--- src/hw/gcr_pkg.sv ---
package gcr_pkg;

	//--------------------------------------------------
	// Clock and timing
	//--------------------------------------------------
	localparam int CLK_PERIOD_NS   = 40;
	localparam int CYC_PER_US_DFLT = 1000 / CLK_PERIOD_NS;
	localparam int SQUELCH_US      = 10;
	localparam int SQUELCH_CYC     = (SQUELCH_US * 1000) / CLK_PERIOD_NS;
	localparam int WAIT_CYC_W      = 20;

	//--------------------------------------------------
	// Crystal wait times in microseconds
	//--------------------------------------------------
	localparam int WAIT_US_1MS   = 1000;
	localparam int WAIT_US_2P5MS = 2500;
	localparam int WAIT_US_5MS   = 5000;
	localparam int WAIT_US_7P5MS = 7500;
	localparam int WAIT_US_10MS  = 10000;
	localparam int WAIT_US_0P5MS = 500;
	localparam int WAIT_US_15MS  = 15000;

	typedef enum logic [2:0] {
		WAIT_1MS   = 3'b000,
		WAIT_2P5MS = 3'b001,
		WAIT_5MS   = 3'b010,
		WAIT_7P5MS = 3'b011,
		WAIT_10MS  = 3'b100,
		WAIT_0P5MS = 3'b101,
		WAIT_15MS  = 3'b110,
		WAIT_RSVD  = 3'b111
	} gcr_wait_code_t;

	//--------------------------------------------------
	// Register byte addresses and fields
	//--------------------------------------------------
	localparam logic [7:0] ADDR_TAG_LO = 8'h00;
	localparam logic [7:0] ADDR_TAG_HI = 8'h01;
	localparam logic [7:0] ADDR_SETUP  = 8'h02;
	localparam logic [7:0] ADDR_RSTCMD = 8'h03;

	localparam int SETUP_LDO_BIT   = 7;
	localparam int SETUP_WAIT_LSB  = 4;
	localparam int SETUP_SEL_LSB   = 0;
	localparam int RST_SETB_BIT    = 5;
	localparam int RST_OE_BIT      = 4;
	localparam int RST_SYNC_BIT    = 1;
	localparam int RST_RESTART_BIT = 0;

	localparam logic [15:0] TAG_RST     = 16'h0000;
	localparam logic        LDO_RST     = 1'b0;
	localparam logic [2:0]  WAIT_RST    = 3'h0;
	localparam logic [3:0]  SEL_RST     = 4'h4;
	localparam logic        SETB_RST    = 1'b1;
	localparam logic        OE_RST      = 1'b1;
	localparam logic        SYNC_RST    = 1'b0;
	localparam logic        RESTART_RST = 1'b0;

	//--------------------------------------------------
	// Carriers
	//--------------------------------------------------
	typedef struct packed {
		logic       wrEn;
		logic       rdEn;
		logic [7:0] addr;
		logic [7:0] wrData;
	} gcr_reg_req_t;

	typedef struct packed {
		logic        valid;
		logic [15:0] tag;
	} gcr_otp_load_t;

	function automatic int gcrWaitUs(input logic [2:0] code);
		case (code)
			WAIT_2P5MS: gcrWaitUs = WAIT_US_2P5MS;
			WAIT_5MS:   gcrWaitUs = WAIT_US_5MS;
			WAIT_7P5MS: gcrWaitUs = WAIT_US_7P5MS;
			WAIT_10MS:  gcrWaitUs = WAIT_US_10MS;
			WAIT_0P5MS: gcrWaitUs = WAIT_US_0P5MS;
			WAIT_15MS:  gcrWaitUs = WAIT_US_15MS;
			default:    gcrWaitUs = WAIT_US_1MS;
		endcase
	endfunction

endpackage

--- src/hw/gcr_squelch_timer.sv ---
module gcr_squelch_timer
	import gcr_pkg::*;
#(
	parameter int CYCLES = SQUELCH_CYC,
	parameter int CNT_W  = $clog2(CYCLES + 1)
) (
	input  wire logic mclk,
	input  wire logic rst_b,
	input  wire logic start,
	output logic      squelch
);

	logic [CNT_W-1:0] cnt_r;
	logic             squelch_r;
	logic [CNT_W:0]   len_r;

	//--------------------------------------------------
	// Squelch window
	//--------------------------------------------------
	always_ff @(posedge mclk) begin
		if (!rst_b) begin
			cnt_r     <= '0;
			squelch_r <= 1'b0;
		end else if (start) begin
			cnt_r     <= CNT_W'(CYCLES - 1);
			squelch_r <= 1'b1;
		end else if (squelch_r) begin
			if (cnt_r == '0) begin
				squelch_r <= 1'b0;
			end else begin
				cnt_r <= cnt_r - 1'b1;
			end
		end
	end

	assign squelch = squelch_r;

	//--------------------------------------------------
	// Checks
	//--------------------------------------------------
	always_ff @(posedge mclk) begin
		if (!rst_b) begin
			len_r <= '0;
		end else if (start) begin
			len_r <= (CNT_W+1)'(1);
		end else if (squelch_r) begin
			len_r <= len_r + 1'b1;
		end
	end

	squelch_len_a: assert property (@(posedge mclk) disable iff (!rst_b)
		$fell(squelch_r) |-> $past(len_r) == (CNT_W+1)'(CYCLES))
		else $error("squelch window length wrong");

	squelch_start_a: assert property (@(posedge mclk) disable iff (!rst_b)
		start |=> squelch_r [*2])
		else $error("squelch did not start");

	squelch_end_c: cover property (@(posedge mclk) disable iff (!rst_b)
		$fell(squelch_r));

endmodule // gcr_squelch_timer

--- src/hw/gcr_global_config.sv ---
module gcr_global_config
	import gcr_pkg::*;
#(
	parameter int CYC_PER_US = CYC_PER_US_DFLT
) (
	input  wire logic                   mclk,
	input  wire logic                   rst_b,
	input  wire gcr_reg_req_t           regReq,
	input  wire gcr_otp_load_t          otpLoad,
	output logic [7:0]                  regRdData,
	output logic                        regRdValid,
	output logic [15:0]                 factoryTag,
	output logic                        ldoHighSel,
	output logic [2:0]                  crystalWaitSel,
	output logic [WAIT_CYC_W-1:0]       crystalWaitCycles,
	output logic [3:0]                  userCfgSel,
	output logic                        inDivSet_b,
	output logic                        outEnable,
	output logic                        divSyncPulse,
	output logic                        apllRestartPulse,
	output logic                        clkSquelch
);

	localparam int US_1MS   = WAIT_US_1MS;
	localparam int US_2P5MS = WAIT_US_2P5MS;

	logic [15:0]           tag_r;
	logic                  ldo_r;
	logic [2:0]            wait_r;
	logic [3:0]            sel_r;
	logic                  setb_r;
	logic                  oe_r;
	logic                  syncBit_r;
	logic                  restartBit_r;
	logic                  syncPrev_r;
	logic                  restartPrev_r;
	logic                  divSyncPulse_r;
	logic                  apllRestartPulse_r;
	logic [WAIT_CYC_W-1:0] waitCyc_r;
	logic [7:0]            rdData_r;
	logic                  rdValid_r;
	logic                  syncRise;
	logic                  restartRise;

	function automatic logic isWrite(input gcr_reg_req_t req,
		input logic [7:0] addr);
		isWrite = req.wrEn && (req.addr == addr);
	endfunction

	//--------------------------------------------------
	// Factory tag
	//--------------------------------------------------
	always_ff @(posedge mclk) begin
		if (!rst_b) begin
			tag_r <= TAG_RST;
		end else if (otpLoad.valid) begin
			tag_r <= otpLoad.tag;
		end else if (isWrite(regReq, ADDR_TAG_LO)) begin
			tag_r[7:0] <= regReq.wrData;
		end else if (isWrite(regReq, ADDR_TAG_HI)) begin
			tag_r[15:8] <= regReq.wrData;
		end
	end

	//--------------------------------------------------
	// Device setup
	//--------------------------------------------------
	always_ff @(posedge mclk) begin
		if (!rst_b) begin
			ldo_r  <= LDO_RST;
			wait_r <= WAIT_RST;
			sel_r  <= SEL_RST;
		end else if (isWrite(regReq, ADDR_SETUP)) begin
			ldo_r  <= regReq.wrData[SETUP_LDO_BIT];
			wait_r <= regReq.wrData[SETUP_WAIT_LSB +: 3];
			sel_r  <= regReq.wrData[SETUP_SEL_LSB +: 4];
		end
	end

	always_ff @(posedge mclk) begin
		if (!rst_b) begin
			waitCyc_r <= '0;
		end else begin
			waitCyc_r <= WAIT_CYC_W'(gcrWaitUs(wait_r) * CYC_PER_US);
		end
	end

	//--------------------------------------------------
	// Reset commands
	//--------------------------------------------------
	always_ff @(posedge mclk) begin
		if (!rst_b) begin
			setb_r       <= SETB_RST;
			oe_r         <= OE_RST;
			syncBit_r    <= SYNC_RST;
			restartBit_r <= RESTART_RST;
		end else if (isWrite(regReq, ADDR_RSTCMD)) begin
			setb_r       <= regReq.wrData[RST_SETB_BIT];
			oe_r         <= regReq.wrData[RST_OE_BIT];
			syncBit_r    <= regReq.wrData[RST_SYNC_BIT];
			restartBit_r <= regReq.wrData[RST_RESTART_BIT];
		end
	end

	//--------------------------------------------------
	// Trigger pulses
	//--------------------------------------------------
	assign syncRise    = syncBit_r && !syncPrev_r;
	assign restartRise = restartBit_r && !restartPrev_r;

	always_ff @(posedge mclk) begin
		if (!rst_b) begin
			syncPrev_r         <= SYNC_RST;
			restartPrev_r      <= RESTART_RST;
			divSyncPulse_r     <= 1'b0;
			apllRestartPulse_r <= 1'b0;
		end else begin
			syncPrev_r         <= syncBit_r;
			restartPrev_r      <= restartBit_r;
			divSyncPulse_r     <= syncRise || restartRise;
			apllRestartPulse_r <= restartRise;
		end
	end

	gcr_squelch_timer #(
		.CYCLES (SQUELCH_CYC)
	) uSquelch (
		.mclk    (mclk),
		.rst_b   (rst_b),
		.start   (divSyncPulse_r),
		.squelch (clkSquelch)
	);

	//--------------------------------------------------
	// Read port
	//--------------------------------------------------
	always_ff @(posedge mclk) begin
		if (!rst_b) begin
			rdData_r  <= 8'h00;
			rdValid_r <= 1'b0;
		end else begin
			rdValid_r <= regReq.rdEn;
			if (!regReq.rdEn) begin
				rdData_r <= rdData_r;
			end else if (regReq.addr == ADDR_TAG_LO) begin
				rdData_r <= tag_r[7:0];
			end else if (regReq.addr == ADDR_TAG_HI) begin
				rdData_r <= tag_r[15:8];
			end else if (regReq.addr == ADDR_SETUP) begin
				rdData_r <= {ldo_r, wait_r, sel_r};
			end else if (regReq.addr == ADDR_RSTCMD) begin
				rdData_r <= {2'h0, setb_r, oe_r, 2'h0, syncBit_r,
					restartBit_r};
			end else begin
				rdData_r <= 8'h00;
			end
		end
	end

	assign regRdData         = rdData_r;
	assign regRdValid        = rdValid_r;
	assign factoryTag        = tag_r;
	assign ldoHighSel        = ldo_r;
	assign crystalWaitSel    = wait_r;
	assign crystalWaitCycles = waitCyc_r;
	assign userCfgSel        = sel_r;
	assign inDivSet_b        = setb_r;
	assign outEnable         = oe_r;
	assign divSyncPulse      = divSyncPulse_r;
	assign apllRestartPulse  = apllRestartPulse_r;

	//--------------------------------------------------
	// Checks
	//--------------------------------------------------
	tag_reset_a: assert property (@(posedge mclk) disable iff (!rst_b)
		$past(!rst_b) |-> factoryTag == 16'h0000)
		else $error("tag not zero after reset");

	otp_load_a: assert property (@(posedge mclk) disable iff (!rst_b)
		otpLoad.valid |=> factoryTag == $past(otpLoad.tag))
		else $error("otp tag not loaded");

	tag_write_a: assert property (@(posedge mclk) disable iff (!rst_b)
		(!otpLoad.valid && isWrite(regReq, ADDR_TAG_HI))
		|=> factoryTag[15:8] == $past(regReq.wrData))
		else $error("tag high byte not written");

	setup_reset_a: assert property (@(posedge mclk) disable iff (!rst_b)
		$past(!rst_b) |-> userCfgSel == 4'h4 && !ldoHighSel
		&& crystalWaitSel == 3'h0)
		else $error("setup reset values wrong");

	setup_write_a: assert property (@(posedge mclk) disable iff (!rst_b)
		isWrite(regReq, ADDR_SETUP) |=> ldoHighSel == $past(regReq.wrData[7])
		&& userCfgSel == $past(regReq.wrData[3:0]))
		else $error("setup write lost");

	wait_count_a: assert property (@(posedge mclk) disable iff (!rst_b)
		(crystalWaitSel == 3'h1) [*2] |-> crystalWaitCycles
		== WAIT_CYC_W'(US_2P5MS * CYC_PER_US))
		else $error("crystal wait count wrong");

	wait_rsvd_a: assert property (@(posedge mclk) disable iff (!rst_b)
		(crystalWaitSel == 3'h7) [*2] |-> crystalWaitCycles
		== WAIT_CYC_W'(US_1MS * CYC_PER_US))
		else $error("reserved wait code count wrong");

	cmd_reset_a: assert property (@(posedge mclk) disable iff (!rst_b)
		$past(!rst_b) |-> inDivSet_b && outEnable)
		else $error("command reset values wrong");

	sync_pulse_a: assert property (@(posedge mclk) disable iff (!rst_b)
		(isWrite(regReq, ADDR_RSTCMD) && regReq.wrData[1] && !syncBit_r)
		|=> ##1 divSyncPulse ##1 !divSyncPulse ##1 clkSquelch)
		else $error("sync write gave no single pulse");

	no_retrig_a: assert property (@(posedge mclk) disable iff (!rst_b)
		(syncBit_r && syncPrev_r && !restartRise) |=> !divSyncPulse)
		else $error("held sync bit retriggered");

	restart_a: assert property (@(posedge mclk) disable iff (!rst_b)
		restartRise |=> apllRestartPulse && divSyncPulse)
		else $error("restart did not trigger sequence");

	sync_seen_c: cover property (@(posedge mclk) disable iff (!rst_b)
		divSyncPulse && !apllRestartPulse);

	restart_seen_c: cover property (@(posedge mclk) disable iff (!rst_b)
		apllRestartPulse);

	otp_seen_c: cover property (@(posedge mclk) disable iff (!rst_b)
		otpLoad.valid && isWrite(regReq, ADDR_TAG_LO));

endmodule // gcr_global_config

--- config.mk ---
export PLATFORM = sky130hd
export DESIGN_NAME = gcr_global_config
export DESIGN_NICKNAME = d
export VERILOG_FILES = /design/src/hw/gcr_pkg.sv /design/src/hw/gcr_squelch_timer.sv /design/src/hw/gcr_global_config.sv
export SDC_FILE = /design/constraint.sdc
export NUM_CORES = 1
export LEC_CHECK = 0
export BUFFER_PORTS_ARGS = -buffer_cell sky130_fd_sc_hd__buf_2
export CORE_ASPECT_RATIO = 0.9
export CORE_MARGIN = 8
export CORE_UTILIZATION = 30
export CTS_CLUSTER_SIZE = 10
export DETAILED_ROUTE_END_ITERATION = 6
export GPL_ROUTABILITY_DRIVEN = 0
export PLACE_DENSITY_LB_ADDON = 0.05
export SYNTH_ARGS = -nofsm -noshare
export SYNTH_HDL_FRONTEND = slang
export SYNTH_SLANG_ARGS = --single-unit
--- constraint.sdc ---
create_clock -name mclk -period 5.5 [get_ports mclk]
set_input_delay 0 -clock mclk [delete_from_list [all_inputs] [get_ports mclk]]
set_output_delay 0 -clock mclk [all_outputs]
set_load 0.05 [all_outputs]
# --- Word level (Yosys, flattened, before mapping) ---
# Cells that the tools add are included.
totals:
  ff_bits: 70
  in_bits: 37
op_classes:
  add_sub_neg: 1
  reduce_logical: 18
  n_bitwise: 2
  eq_ne: 11
  mul: 1
  mux: 16
op_table:
  columns: ["operator", "n"]
  rows:
  - ["$pmux W14 S6", 1]
  - ["$mux W8", 9]
  - ["$mul A32 B6 Y20 const B", 1]
  - ["$mux W32", 1]
  - ["$eq A8 B2 Y1 const B", 2]
  - ["$logic_not A8 Y1", 2]
  - ["$mux W16", 1]
  - ["$eq A3 B3 Y1 const B", 3]
  - ["$eq A8 B1 Y1 const B", 1]
  - ["$sub A8 B1 Y8 const B", 1]
  - ["$eq A3 B2 Y1 const B", 2]
  - ["$logic_and A1 B1 Y1", 6]
  - ["$mux W6", 1]
  - ["$reduce_and A2 Y1", 3]
  - ["$reduce_bool A2 Y1", 3]
  - ["$ne A2 B2 Y1 const B", 2]
  - ["$eq A3 B1 Y1 const B", 1]
  - ["$mux W1", 3]
  - ["$logic_not A1 Y1", 2]
  - ["$not A1 Y1", 2]
  - ["$reduce_or A2 Y1", 1]
  - ["$logic_or A1 B1 Y1", 1]

# --- Longest topological paths before layout ---
# Gate-level depths: netlist of run 1.
logic_depth:
  ltp_word: 5
  mapped_depth: 16

# --- By module ---
# From an unflattened synthesis of run 1, not the netlist that was laid out.
hier_totals:
  hier_cells: 398
  hier_area_um2: 3702.3
modules_own_cells:
  columns: ["module", "area_per_inst_um2", "cells_per_inst", "instances"]
  rows:
  - ["gcr_global_config", 3228.1, 345, 1]
  - ["gcr_squelch_timer", 474.2, 53, 1]

# --- Least setup slack after synthesis of run 1 ---
# Ideal clock, no wire load.
synth_timing:
  path_type: "register to register"
  startpoint: "reg wait_r[2] (netlist: crystalWaitSel[2])"
  endpoint: "reg waitCyc_r[19] (netlist: crystalWaitCycles[19])"
  path_buffers: 1
  setup_ps: 116
  t_required_ps: 5384
  path_slack_ps: 1560
  synth_period_minus_slack_ps: 3940
  arrival_ps: 3824
  stages_incl_launch_ff: 14
  cell_sequence: "dfxtp_1 clkbuf_1 nor2b_1 mux2_2 inv_1 ha_1 ha_1 a21o_1 ha_1 ha_1 a21oi_1 a31oi_1 o41a_1 a31o_2"
synth_via:
  elab_chain_len: 4
synth_lines:
  columns: ["item", "line", "rtl"]
  rows:
  - ["start, declared", "gcr_global_config.sv:29", "logic [2:0] wait_r;"]
  - ["start signal, assigned", "gcr_global_config.sv:75", "wait_r <= regReq.wrData[SETUP_WAIT_LSB +: 3];"]
  - ["$eq A3 B3 Y1, or another cell as far along", "gcr_pkg.sv:75", "case (code)"]
  - ["$pmux W14 S6 (*)", "gcr_pkg.sv:75", null]
  - ["$mux W32 (*)", "gcr_global_config.sv:81", "if (!rst_b) begin"]
  - ["$mul A32 B6 Y20 (*)", "gcr_global_config.sv:84", "waitCyc_r <= WAIT_CYC_W'(gcrWaitUs(wait_r) * CYC_PER_US);"]
  - ["end signal, assigned", "gcr_global_config.sv:84", null]
  - ["end, declared", "gcr_global_config.sv:39", "logic [WAIT_CYC_W-1:0] waitCyc_r;"]
# Mark *: on every way between the ends. The rest lies on a longest branch, timed or not. The select of a mux whose other input is x is not followed.
# A chain may end at the register's enable or synchronous reset.

# --- Final worst setup path of run 1 ---
layout_timing:
  startpoint: "reg wait_r[2] (netlist: crystalWaitSel[2])"
  endpoint: "reg waitCyc_r[17] (netlist: crystalWaitCycles[17])"
# Same word-level chain as after synthesis.

==> flow_metrics.py, run 1 <==
metrics = {
    "run_status": {
        "status": "completed",
    },
    "floorplan": {
        "start_util": 0.3020,
        "io_pins": 95,
        "die-area_um2": 15730,
        "coreArea_um2": 11890,
        "dieWidth_um": 131.3,
        "dieHeight_um": 119.8,
        "rows": 38,
    },
    "routing": {
        "vias": 3194,
        "avgRoutedWirePerCell_um": 15.87,
        "dr.pass1.iters": 4,
        "via_per_inst": 4.746,
        "drt-initial-drc-count": 127,
        "drc_errors": 0,
        "wl_um": 10680,
        "route.antenna.remaining_nets": 0,
    },
    "setup_path": {
        "critical_path.cell_chain": "nor2b_1 -> mux2_2 -> inv_1 -> ha_1 -> ha_1 -> a21o_1 -> ha_1 -> ha_1 -> nand2_1 -> or3_1 -> a31oi_1 -> o41a_1 -> mux2i_1",
        "timing.rr.start": "crystalWaitSel[2]",
        "r2r_slack_ns": 1.54,
        "end_kind": "flop",
        "r2r_end": "crystalWaitCycles[17]",
        "path_common_cell": "ha_1",
        "slowest_delay_ns": 0.56,
        "worst_ep_required_time_ns": 5.76,
        "worst_ep_arrival_time_ns": 4.22,
        "crit_fanout": 13,
        "cp-start-kind": "flop",
        "critPathSlowestCell": "dfxtp_1",
        "rr_worst_depth": 13,
        "critPathKind": "flop to flop",
    },
    "worst_hold_path": {
        "hold_path_end": "regRdValid",
        "hp-start": "regReq[16]",
        "hp-class": "primary input to flop",
        "hold_depth": 3,
    },
    "clock_network": {
        "root_buffer": "clkbuf_16",
        "cts_max_level": 3,
        "ctsLongestPathBuffers": 2,
        "cts.sinks": 68,
        "cts_buffers": 9,
        "clk_latency_ns": 0.33,
        "cts_tree": "built",
        "path_clk_slew_ns": 0.05,
        "post-cts-setup-buffers": 0,
    },
    "final_layout": {
        "n_antenna_cell": 0,
        "final_common_cell": "buf_2",
        "syn2layout_area_growth_pct": 31.82,
        "final_cell_mix": "buf_2, dfxtp_1, nor2_1, mux2i_1, ha_1",
        "nets": 586,
        "layout-drive-gt1-share": 0.2144,
        "final.fill_count": 1260,
        "fin_area_um2": 4732,
    },
    "logic_synthesis": {
        "seq_area_frac_synth": 0.3792,
        "avgSynthCellArea_um2": 9.065,
        "synth-simple-area-share": 0.1502,
        "yosys_register_bits": 68,
        "synthDistinctLibCells": 44,
        "async_flop_share": 0,
        "synthDominantCellAreaShare": 0.3792,
        "synthXorXnorAreaFrac": 0.02196,
        "netlist_area_um2": 3590,
        "synthMuxAreaShare": 0.1101,
        "synth_compound_area_frac": 0.1436,
        "synth_area_leaders": "dfxtp_1, ha_1, mux2i_1, a21oi_1, nor2_1",
        "synth_top_family_by_area": "simple AND/OR/NAND/NOR gates",
        "synth_adder_area_share": 0.1499,
        "ys_warn_count": 0,
        "yosys.area.top_type": "dfxtp_1",
        "synth_flop_cell": "dfxtp_1",
        "synth_edf_count": 0,
        "syn_inst": 396,
    },
    "timing": {
        "clock.fmax_mhz": 252.4,
        "worst_pin_slew_ns": 0.8466,
        "clock_skew_ns": 0.004734,
        "fin_crit_sh": 0.7204,
        "report.final.hold_viol_count": 0,
        "rsz0062_at_grt": "false",
        "tns_ns": 0,
        "setup_viol": 0,
        "maxSlewViolCount": 0,
        "period_needed_ns": 3.962,
        "relSlewSlack": 0.4350,
    },
    "grt": {
        "grt_pass1_vias": 3362,
        "grt.total_usage": 0.1380,
        "grt_first_pass_wirelength_um": 17410,
        "grt_max_degree": 35,
        "antenna_found_initial": 0,
        "grt_overflow": 0,
    },
    "power": {
        "fin_total_pwr_w": 0.001206,
        "power.density_nw_per_um2": 254.9,
        "vdd_drop_max_mv": 0.1247,
        "p_leak_nw": 2.375,
    },
    "placement": {
        "dp_hpwl_um": 7958,
        "port_buffers": 92,
        "place_area_um2": 4187,
    },
    "job": {
        "maxCapViolCount": 0,
    },
}
==> layout make-up <==
type                       instances  area, um^2  share of cell area
timing repair buffer             119       728.2              0.1539
clock buffer                      13       250.2             0.05288
sequential                        68        1361              0.2877
inverter                          22       82.58             0.01745
clock inverter                     2       35.03            0.007403
multi-input combinational        289        2074              0.4384
tap                              160       200.2             0.04231
==> cell families after synthesis <==
group                      after synthesis
buffers and inverters                   40
DFF                                     68
xor gates and xnor gates                 9
other                                    1
AOI/OAI and AO/OA                       88
adders and majority gates               40
muxes                                   38
and+or+nand+nor                        112
==> cells in the mapped netlist (15+ instances only) <==
| cell type | count |
|---|---|
| nor2_1 | 37 |
| o21ai_0 | 26 |
| ha_1 | 35 |
| a21oi_1 | 33 |
| dfxtp_1 | 68 |
| nand2_1 | 26 |
| inv_1 | 21 |
| clkbuf_1 | 15 |
| mux2i_1 | 35 |
==> per-stage QoR <==
stage	utilization	worst slack (ns)	instances	hold WS, ns
after floorplan	-	1.560	397	0.1251
after global placement	0.3522	1.723	632	0.2621
after detailed placement	0.3522	1.570	632	0.2618
after CTS	0.3981	1.535	673	0.1073
after global routing	0.3981	1.279	673	0.1319
final	0.3981	1.538	673	0.1097
==> power by group <==
part | leakage, nW | internal [W] | switching (W)
logic | 1.68 | 0.0000443 | 0.0000877
registers | 0.555 | 0.000505 | 0.00000830
clock network | 0.140 | 0.000360 | 0.000201
==> per-layer routing <==
layer  global-route usage  wire length [um]  part of all wire
met2               0.2078              4519              0.42
met3              0.04219               504             0.047
met1               0.1857              5496              0.51
met4              0.04158               161             0.015
met5                    0                 0                 0
==> critical path, delay by kind of cell (launching register included) <==
family | cells | cell delay, ns
multiplexers | 2 | 0.51
AO/OA/AOI/OAI | 3 | 0.70
flip-flops | 1 | 0.56
buffers and inverters | 1 | 0.06
AND/OR/NAND/NOR | 3 | 0.82
adder cells (fa/ha/maj) | 4 | 1.24
==> flip-flops by register name (all words and copies together), names as in the netlist, 3 cells and up <==
name,flops
factoryTag,16
crystalWaitCycles,18
crystalWaitSel,3
userCfgSel,4
regRdData,8
uSquelch.cnt_r,8
==> worst max path at each step <==
stage	slack, ns	endpoint	from
3_5_place_dp	1.57	crystalWaitCycles[17]	crystalWaitSel[2]
4_1_cts	1.53	crystalWaitCycles[17]	crystalWaitSel[2]
6_report	1.54	crystalWaitCycles[17]	crystalWaitSel[2]
3_3_place_gp	1.72	crystalWaitCycles[17]	crystalWaitSel[2]
2_1_floorplan	1.56	crystalWaitCycles[19]	crystalWaitSel[2]
5_1_grt	1.28	crystalWaitCycles[17]	crystalWaitSel[2]
==> repair_timing <==
item / 4_1_cts / 5_1_grt
hold buffers: 26 / 0
resized for setup: 0 / 0
hold endpoints to repair: 27 / 0
(Power assumes the default switching activity.)
==> inputs of run 2 (changes only) <==
--- a/config.mk
+++ b/config.mk
@@ -5,6 +5,7 @@
 export SDC_FILE = /design/constraint.sdc
 export NUM_CORES = 1
 export LEC_CHECK = 0
+export ABC_AREA = 1
 export BUFFER_PORTS_ARGS = -buffer_cell sky130_fd_sc_hd__buf_2
 export CORE_ASPECT_RATIO = 0.9
 export CORE_MARGIN = 8
==> constraint.sdc (replaced) <==
create_clock -name mclk -period 3.4 [get_ports mclk]
set_input_delay 0 -clock mclk [delete_from_list [all_inputs] [get_ports mclk]]
set_output_delay 0 -clock mclk [all_outputs]
set_load 0.05 [all_outputs]
==> run 2 against run 1 <==
- first-iteration DRC count is 130% higher
- worst setup slack worse by 1.3 ns
- clock skew is 0.0019 ns higher
- total power is 63% higher
- synthesized cell count is 28% higher
- largest cell class unchanged
- sequential cell count stayed put
- highest routed layer unchanged
==> flow_metrics.py, run 2 <==
metrics = {
    "final_layout": {
        "final_common_cell": "nand2_1",
        "final_cell_mix": "nand2_1, buf_2, dfxtp_1, inv_1, nor2_1",
        "n_antenna_cell": 0,
        "layout-drive-gt1-share": 0.2276,
        "largest_register_ffs": 18,
        "nets": 696,
        "syn2layout_area_growth_pct": 29.45,
    },
    "routing": {
        "avgRoutedWirePerCell_um": 15.13,
        "dr.pass1.iters": 6,
        "route.antenna.remaining_nets": 0,
        "drc_errors": 0,
        "wl_um": 11930,
        "drt-initial-drc-count": 288,
        "vias": 3661,
        "via_per_inst": 4.646,
    },
    "timing": {
        "period_needed_ns": 3.139,
        "report.final.hold_viol_count": 0,
        "tns_ns": 0,
        "setup_slack_ns": 0.2609,
        "maxSlewViolCount": 0,
        "rsz0062_at_grt": "false",
        "clock_skew_ns": 0.006607,
        "setup_viol": 0,
        "clock.fmax_mhz": 318.6,
        "fin_crit_sh": 0.9233,
    },
    "setup_path": {
        "path_buf_inv": 4,
        "crit_fanout": 6,
        "worst_ep_required_time_ns": 3.62,
        "cp_top_family": "adder cells",
        "critPathKind": "flop to flop",
        "worst_ep_arrival_time_ns": 3.36,
        "critical_path.cell_chain": "buf_4 -> inv_2 -> a21oi_1 -> inv_1 -> ha_1 -> ha_1 -> a21o_1 -> ha_1 -> ha_1 -> inv_1 -> a31oi_1 -> nand3_1 -> a21oi_1 -> nor2_1",
        "end_kind": "flop",
        "r2r_slack_ns": 0.26,
        "cp-start-kind": "flop",
        "slowest_delay_ns": 0.45,
        "path_common_cell": "ha_1",
        "critPathSlowestCell": "dfxtp_1",
    },
    "floorplan": {
        "rows": 39,
        "start_util": 0.3029,
        "coreArea_um2": 12540,
        "dieHeight_um": 122.8,
        "die-area_um2": 16520,
        "dieWidth_um": 134.6,
        "io_pins": 95,
    },
    "grt": {
        "grt_overflow": 0,
        "grt.total_usage": 0.1482,
        "antenna_found_initial": 0,
        "grt_first_pass_wirelength_um": 19130,
        "grt_max_degree": 46,
        "grt_pass1_vias": 3734,
    },
    "logic_synthesis": {
        "avgSynthCellArea_um2": 7.507,
        "synth_edf_count": 0,
        "ys_warn_count": 0,
        "netlist_area_um2": 3799,
        "synth_flop_cell": "dfxtp_1",
        "synth.most_common_cell": "nand2_1",
        "yosys_register_bits": 68,
        "synthDominantCellAreaShare": 0.3584,
        "seq_area_frac_synth": 0.3584,
        "yosys.area.top_type": "dfxtp_1",
        "async_flop_share": 0,
        "syn_inst": 506,
        "synthDistinctLibCells": 38,
        "synth_commonest_cells": "nand2_1, dfxtp_1, inv_1",
        "synth_area_leaders": "dfxtp_1, ha_1, nand2_1, inv_1, nor2_1",
    },
    "clock_network": {
        "root_buffer": "clkbuf_16",
        "post-cts-setup-buffers": 0,
        "clk_latency_ns": 0.33,
        "path_clk_slew_ns": 0.06,
        "ctsLongestPathBuffers": 2,
        "cts.sinks": 68,
        "cts_max_level": 3,
        "cts_buffers": 9,
        "cts_tree": "built",
    },
    "power": {
        "p_leak_nw": 2.512,
        "comb_power_share": 0.124,
        "p_seq_frac": 0.425,
        "clock_power_share": 0.452,
        "switching_share": 0.2629,
        "power.density_nw_per_um2": 399.0,
        "vdd_drop_max_mv": 0.2735,
        "p_sw_w": 0.0005159,
        "power.internal_w": 0.001446,
    },
    "worst_hold_path": {
        "hp-class": "primary input to flop",
    },
    "run_status": {
        "status": "completed",
    },
    "placement": {
        "port_buffers": 92,
        "dp_slack_ns": 0.08746,
        "dp_hpwl_um": 9017,
    },
    "job": {
        "maxCapViolCount": 0,
    },
}
run 2: cell count changes after synthesis, moves of 12 or more:
| cell | change |
|---|---|
| mux2i_1 | -35 |
| nor2_1 | +18 |
| nand2_1 | +78 |
| o21ai_1 | +12 |
| clkbuf_1 | -12 |
| inv_1 | +35 |
| a31oi_1 | +12 |
| nand3_1 | +16 |
run 2: worst min-delay path, delay by kind of cell:
kind / cells / cell delay (ns)
simple gates: 2 / 0.12
compound gates: 1 / 0.13
buf+inv: 1 / 0.07
run 2: layer usage:
metal,part of all wire,global-route usage
met2,0.42,0.2223
met1,0.50,0.1969
met4,0.010,0.03644
met5,0,0
met3,0.062,0.05565
run 2: final cells by class:
class / instances / area (um^2)
clock buffer: 15 / 277.8
clock inverter: 1 / 5.005
fill: 1343 / 7624
inverter: 62 / 237.7
multi-input combinational: 359 / 2102
sequential: 68 / 1366
tap: 164 / 205.2
timing repair buffer: 119 / 723.2
run 2: stage by stage:
| step | std cells | hold slack [ns] | util | total power, W | instance area [um^2] |
|---|---|---|---|---|---|
| 6_report | 788 | 0.02214 | 0.3921 | 0.001962 | 4917 |
| 5_1_grt | 788 | 0.02573 | 0.3921 | 0.002052 | 4917 |
| 4_1_cts | 788 | 0.01300 | 0.3907 | 0.001998 | 4900 |
| 3_5_place_dp | 748 | 0.2411 | 0.3490 | 0.001073 | 4377 |
| 3_3_place_gp | 748 | 0.2273 | 0.3490 | 0.001072 | 4377 |
| 2_1_floorplan | 507 | 0.1132 | - | 0.001001 | 3804 |
run 2: repair_timing:
item | in CTS | in global routing
hold endpoints to repair | 22 | 0
endpoints found under the setup margin | 0 | 6
resized for setup | 0 | 6
hold buffers | 24 | 0
run 2: path summary, 6_finish.rpt:
path / endpoint / startpoint / cells after the start
setup / recovery: crystalWaitCycles[16] / crystalWaitSel[2] / 14
hold reg to reg: divSyncPulse / syncPrev_r / 1
setup reg to reg: crystalWaitCycles[16] / crystalWaitSel[2] / 14
hold / removal: factoryTag[14] / otpLoad[14] / 4
run 2: power by group through the flow:
stage | logic [W] | clock network [W] | registers (W)
2_1_floorplan | 0.0000791 | 0 | 0.000922
3_3_place_gp | 0.000221 | 0 | 0.000851
3_5_place_dp | 0.000222 | 0 | 0.000851
4_1_cts | 0.000245 | 0.000920 | 0.000834
5_1_grt | 0.000263 | 0.000954 | 0.000835
6_report | 0.000242 | 0.000886 | 0.000833
run 2: logic make-up after synthesis:
kind of cell	after synthesis	synth area share
DFF	68	0.3584
buffers and inverters	80	0.09288
AOI/OAI and AO/OA	99	0.1489
adders and majority gates	40	0.1416
and+or+nand+nor	218	0.2572
other	1	0.0009872
==> inputs of run 3 (changes only) <==
--- a/config.mk
+++ b/config.mk
@@ -5,10 +5,10 @@
 export SDC_FILE = /design/constraint.sdc
 export NUM_CORES = 1
 export LEC_CHECK = 0
-export ABC_AREA = 1
+export ABC_CLOCK_PERIOD_IN_PS = 3400
 export BUFFER_PORTS_ARGS = -buffer_cell sky130_fd_sc_hd__buf_2
 export CORE_ASPECT_RATIO = 0.9
-export CORE_MARGIN = 8
+export CORE_MARGIN = 1
 export CORE_UTILIZATION = 30
 export CTS_CLUSTER_SIZE = 10
 export DETAILED_ROUTE_END_ITERATION = 6
==> run 3 against run 2 <==
- clock skew shrank 0.0020 ns
- register-to-register slack lost 0.15 ns
- cell area grew 0.66%
==> flow_metrics.py, run 3 (synthesized netlist as in run 1, its figures left out) <==
metrics = {
    "grt": {
        "grt_use_met3": 0.04978,
        "grtUsageMet1": 0.2400,
        "grt_overflow": 0,
        "grt.total_usage": 0.1731,
        "top_usage_layer": "met2",
        "use_met2": 0.2599,
        "antenna_found_initial": 0,
        "grt_pass1_vias": 3092,
        "grt_first_pass_wirelength_um": 16590,
        "grt_max_degree": 35,
    },
    "placement": {
        "dp.cells": 636,
        "dp_hpwl_um": 7548,
        "port_buffers": 92,
        "place_area_um2": 4280,
    },
    "worst_hold_path": {
        "hold_depth": 4,
        "hp-class": "primary input to flop",
    },
    "timing": {
        "fin_crit_sh": 0.9674,
        "tns_ns": 0,
        "report.final.hold_viol_count": 0,
        "clock.fmax_mhz": 304.0,
        "worst_pin_slew_ns": 0.8005,
        "clock_skew_ns": 0.004635,
        "period_needed_ns": 3.289,
        "holdWs_ns": 0.09379,
        "setup_viol": 0,
        "relSlewSlack": 0.4657,
        "maxSlewViolCount": 0,
    },
    "final_layout": {
        "final_cell_mix": "buf_2, dfxtp_1, nor2_1, mux2i_1",
        "n_antenna_cell": 0,
        "final_common_cell": "buf_2",
        "nets": 598,
        "layout-drive-gt1-share": 0.2743,
        "largest_register_ffs": 18,
        "layout.cells.non_filler": 681,
        "finalCoreUtilization": 0.4294,
        "fin_area_um2": 4950,
        "syn2layout_area_growth_pct": 37.89,
    },
    "floorplan": {
        "dieHeight_um": 105.8,
        "coreArea_um2": 11530,
        "die-area_um2": 12410,
        "rows": 37,
        "start_util": 0.3114,
        "io_pins": 95,
        "dieWidth_um": 117.3,
    },
    "clock_network": {
        "cts_buffers": 9,
        "root_buffer": "clkbuf_16",
        "cts_tree": "built",
        "cts_max_level": 3,
        "clk_latency_ns": 0.32,
        "path_clk_slew_ns": 0.06,
        "cts.sinks": 68,
        "ctsLongestPathBuffers": 2,
    },
    "routing": {
        "dr.pass1.iters": 4,
        "drt-initial-drc-count": 140,
        "route.antenna.remaining_nets": 0,
        "vias": 3210,
        "via_per_inst": 4.714,
        "drc_errors": 0,
        "wl_um": 10320,
        "avgRoutedWirePerCell_um": 15.16,
    },
    "power": {
        "power.density_nw_per_um2": 401.9,
        "clock_power_share": 0.478,
        "vdd_drop_max_mv": 0.2075,
        "comb_power_share": 0.107,
        "p_sw_w": 0.0004789,
        "switching_share": 0.2407,
        "p_leak_nw": 2.448,
        "p_seq_frac": 0.415,
        "power.internal_w": 0.001511,
    },
    "setup_path": {
        "path_buf_inv": 3,
        "critPathKind": "flop to flop",
        "crit_fanout": 5,
        "critPathSlowestCell": "fa_1",
        "rr_worst_depth": 14,
        "worst_ep_arrival_time_ns": 3.50,
        "worst_ep_required_time_ns": 3.61,
        "end_kind": "flop",
        "path_common_cell": "inv_1",
        "crit_cells": 14,
        "critical_path.cell_chain": "inv_1 -> nor2_2 -> mux2_2 -> fa_1 -> inv_1 -> ha_1 -> ha_2 -> inv_2 -> fa_2 -> nor2b_2 -> o2111ai_2 -> a31oi_4 -> o41a_1 -> a31o_2",
        "slowest_delay_ns": 0.54,
        "cp-start-kind": "flop",
        "cp_top_family": "adder cells",
    },
    "job": {
        "maxCapViolCount": 0,
    },
    "run_status": {
        "status": "completed",
    },
}
[run 3: cell count changes in the layout (fill, tap and decap cells not counted), sizes merged, moves of 8 or more]
| cell | previous run | this run |
|---|---|---|
| mux2i | 0 | 35 |
| buf | 95 | 106 |
| a31oi | 15 | 3 |
| nand2 | 116 | 26 |
| nand4 | 10 | 2 |
| nand3 | 24 | 7 |
| nor2 | 64 | 37 |
| inv | 59 | 21 |
| o21ai | 34 | 26 |
[run 3: layer usage]
metal	share of wire	wire [um]
met5	0	0
met3	0.050	516
met1	0.51	5241
met2	0.43	4468
met4	0.0093	96
[run 3: power by group through the flow]
stage          clock [W]  combinational, W  sequential (W)
6_report        0.000951          0.000213        0.000826
3_3_place_gp           0          0.000190        0.000843
5_1_grt          0.00102          0.000228        0.000828
3_5_place_dp           0          0.000190        0.000843
4_1_cts         0.000979          0.000213        0.000826
2_1_floorplan          0         0.0000617        0.000906
[run 3: timing repair]
action | in CTS | in global routing
pin swaps | 0 | 6
hold endpoints to repair | 27 | 0
resized for setup | 7 | 11
endpoints found under the setup margin | 3 | 5
hold buffers | 25 | 0
buffers inserted | 0 | 5
[run 3: cell type report]
class | instances | area, um^2
Sequential cell | 68 | 1373
Clock inverter | 1 | 30.03
Clock buffer | 14 | 274.0
Multi-Input combinational cell | 289 | 2180
Inverter | 22 | 82.58
Fill cell | 1185 | 6578
Timing Repair Buffer | 131 | 815.8
Tap cell | 156 | 195.2
[run 3: stage by stage]
step	setup WS [ns]	total power [W]
final	0.1109	0.001989
after CTS	0.007296	0.002018
after global placement	-0.1706	0.001033
after global routing	-0.002860	0.002072
after detailed placement	-0.1264	0.001033
after floorplan	0.003014	0.0009677
[run 3: final timing paths]
| check | start | to | slack [ns] |
|---|---|---|---|
| max | crystalWaitSel[0] | crystalWaitCycles[19] | 0.11 |
| min | regReq[10] | regRdData[5] | 0.09 |
| max reg2reg | crystalWaitSel[0] | crystalWaitCycles[19] | 0.11 |
| min reg2reg | restartPrev_r | apllRestartPulse | 0.41 |
[run 3: worst reg2reg max path, cell delays in order (launching register included)]
cell	delay [ns]
dfxtp_4	0.36
inv_1	0.09
nor2_2	0.06
mux2_2	0.28
fa_1	0.54
inv_1	0.04
ha_1	0.27
ha_2	0.20
inv_2	0.06
fa_2	0.21
nor2b_2	0.06
o2111ai_2	0.26
a31oi_4	0.13
o41a_1	0.36
a31o_2	0.26
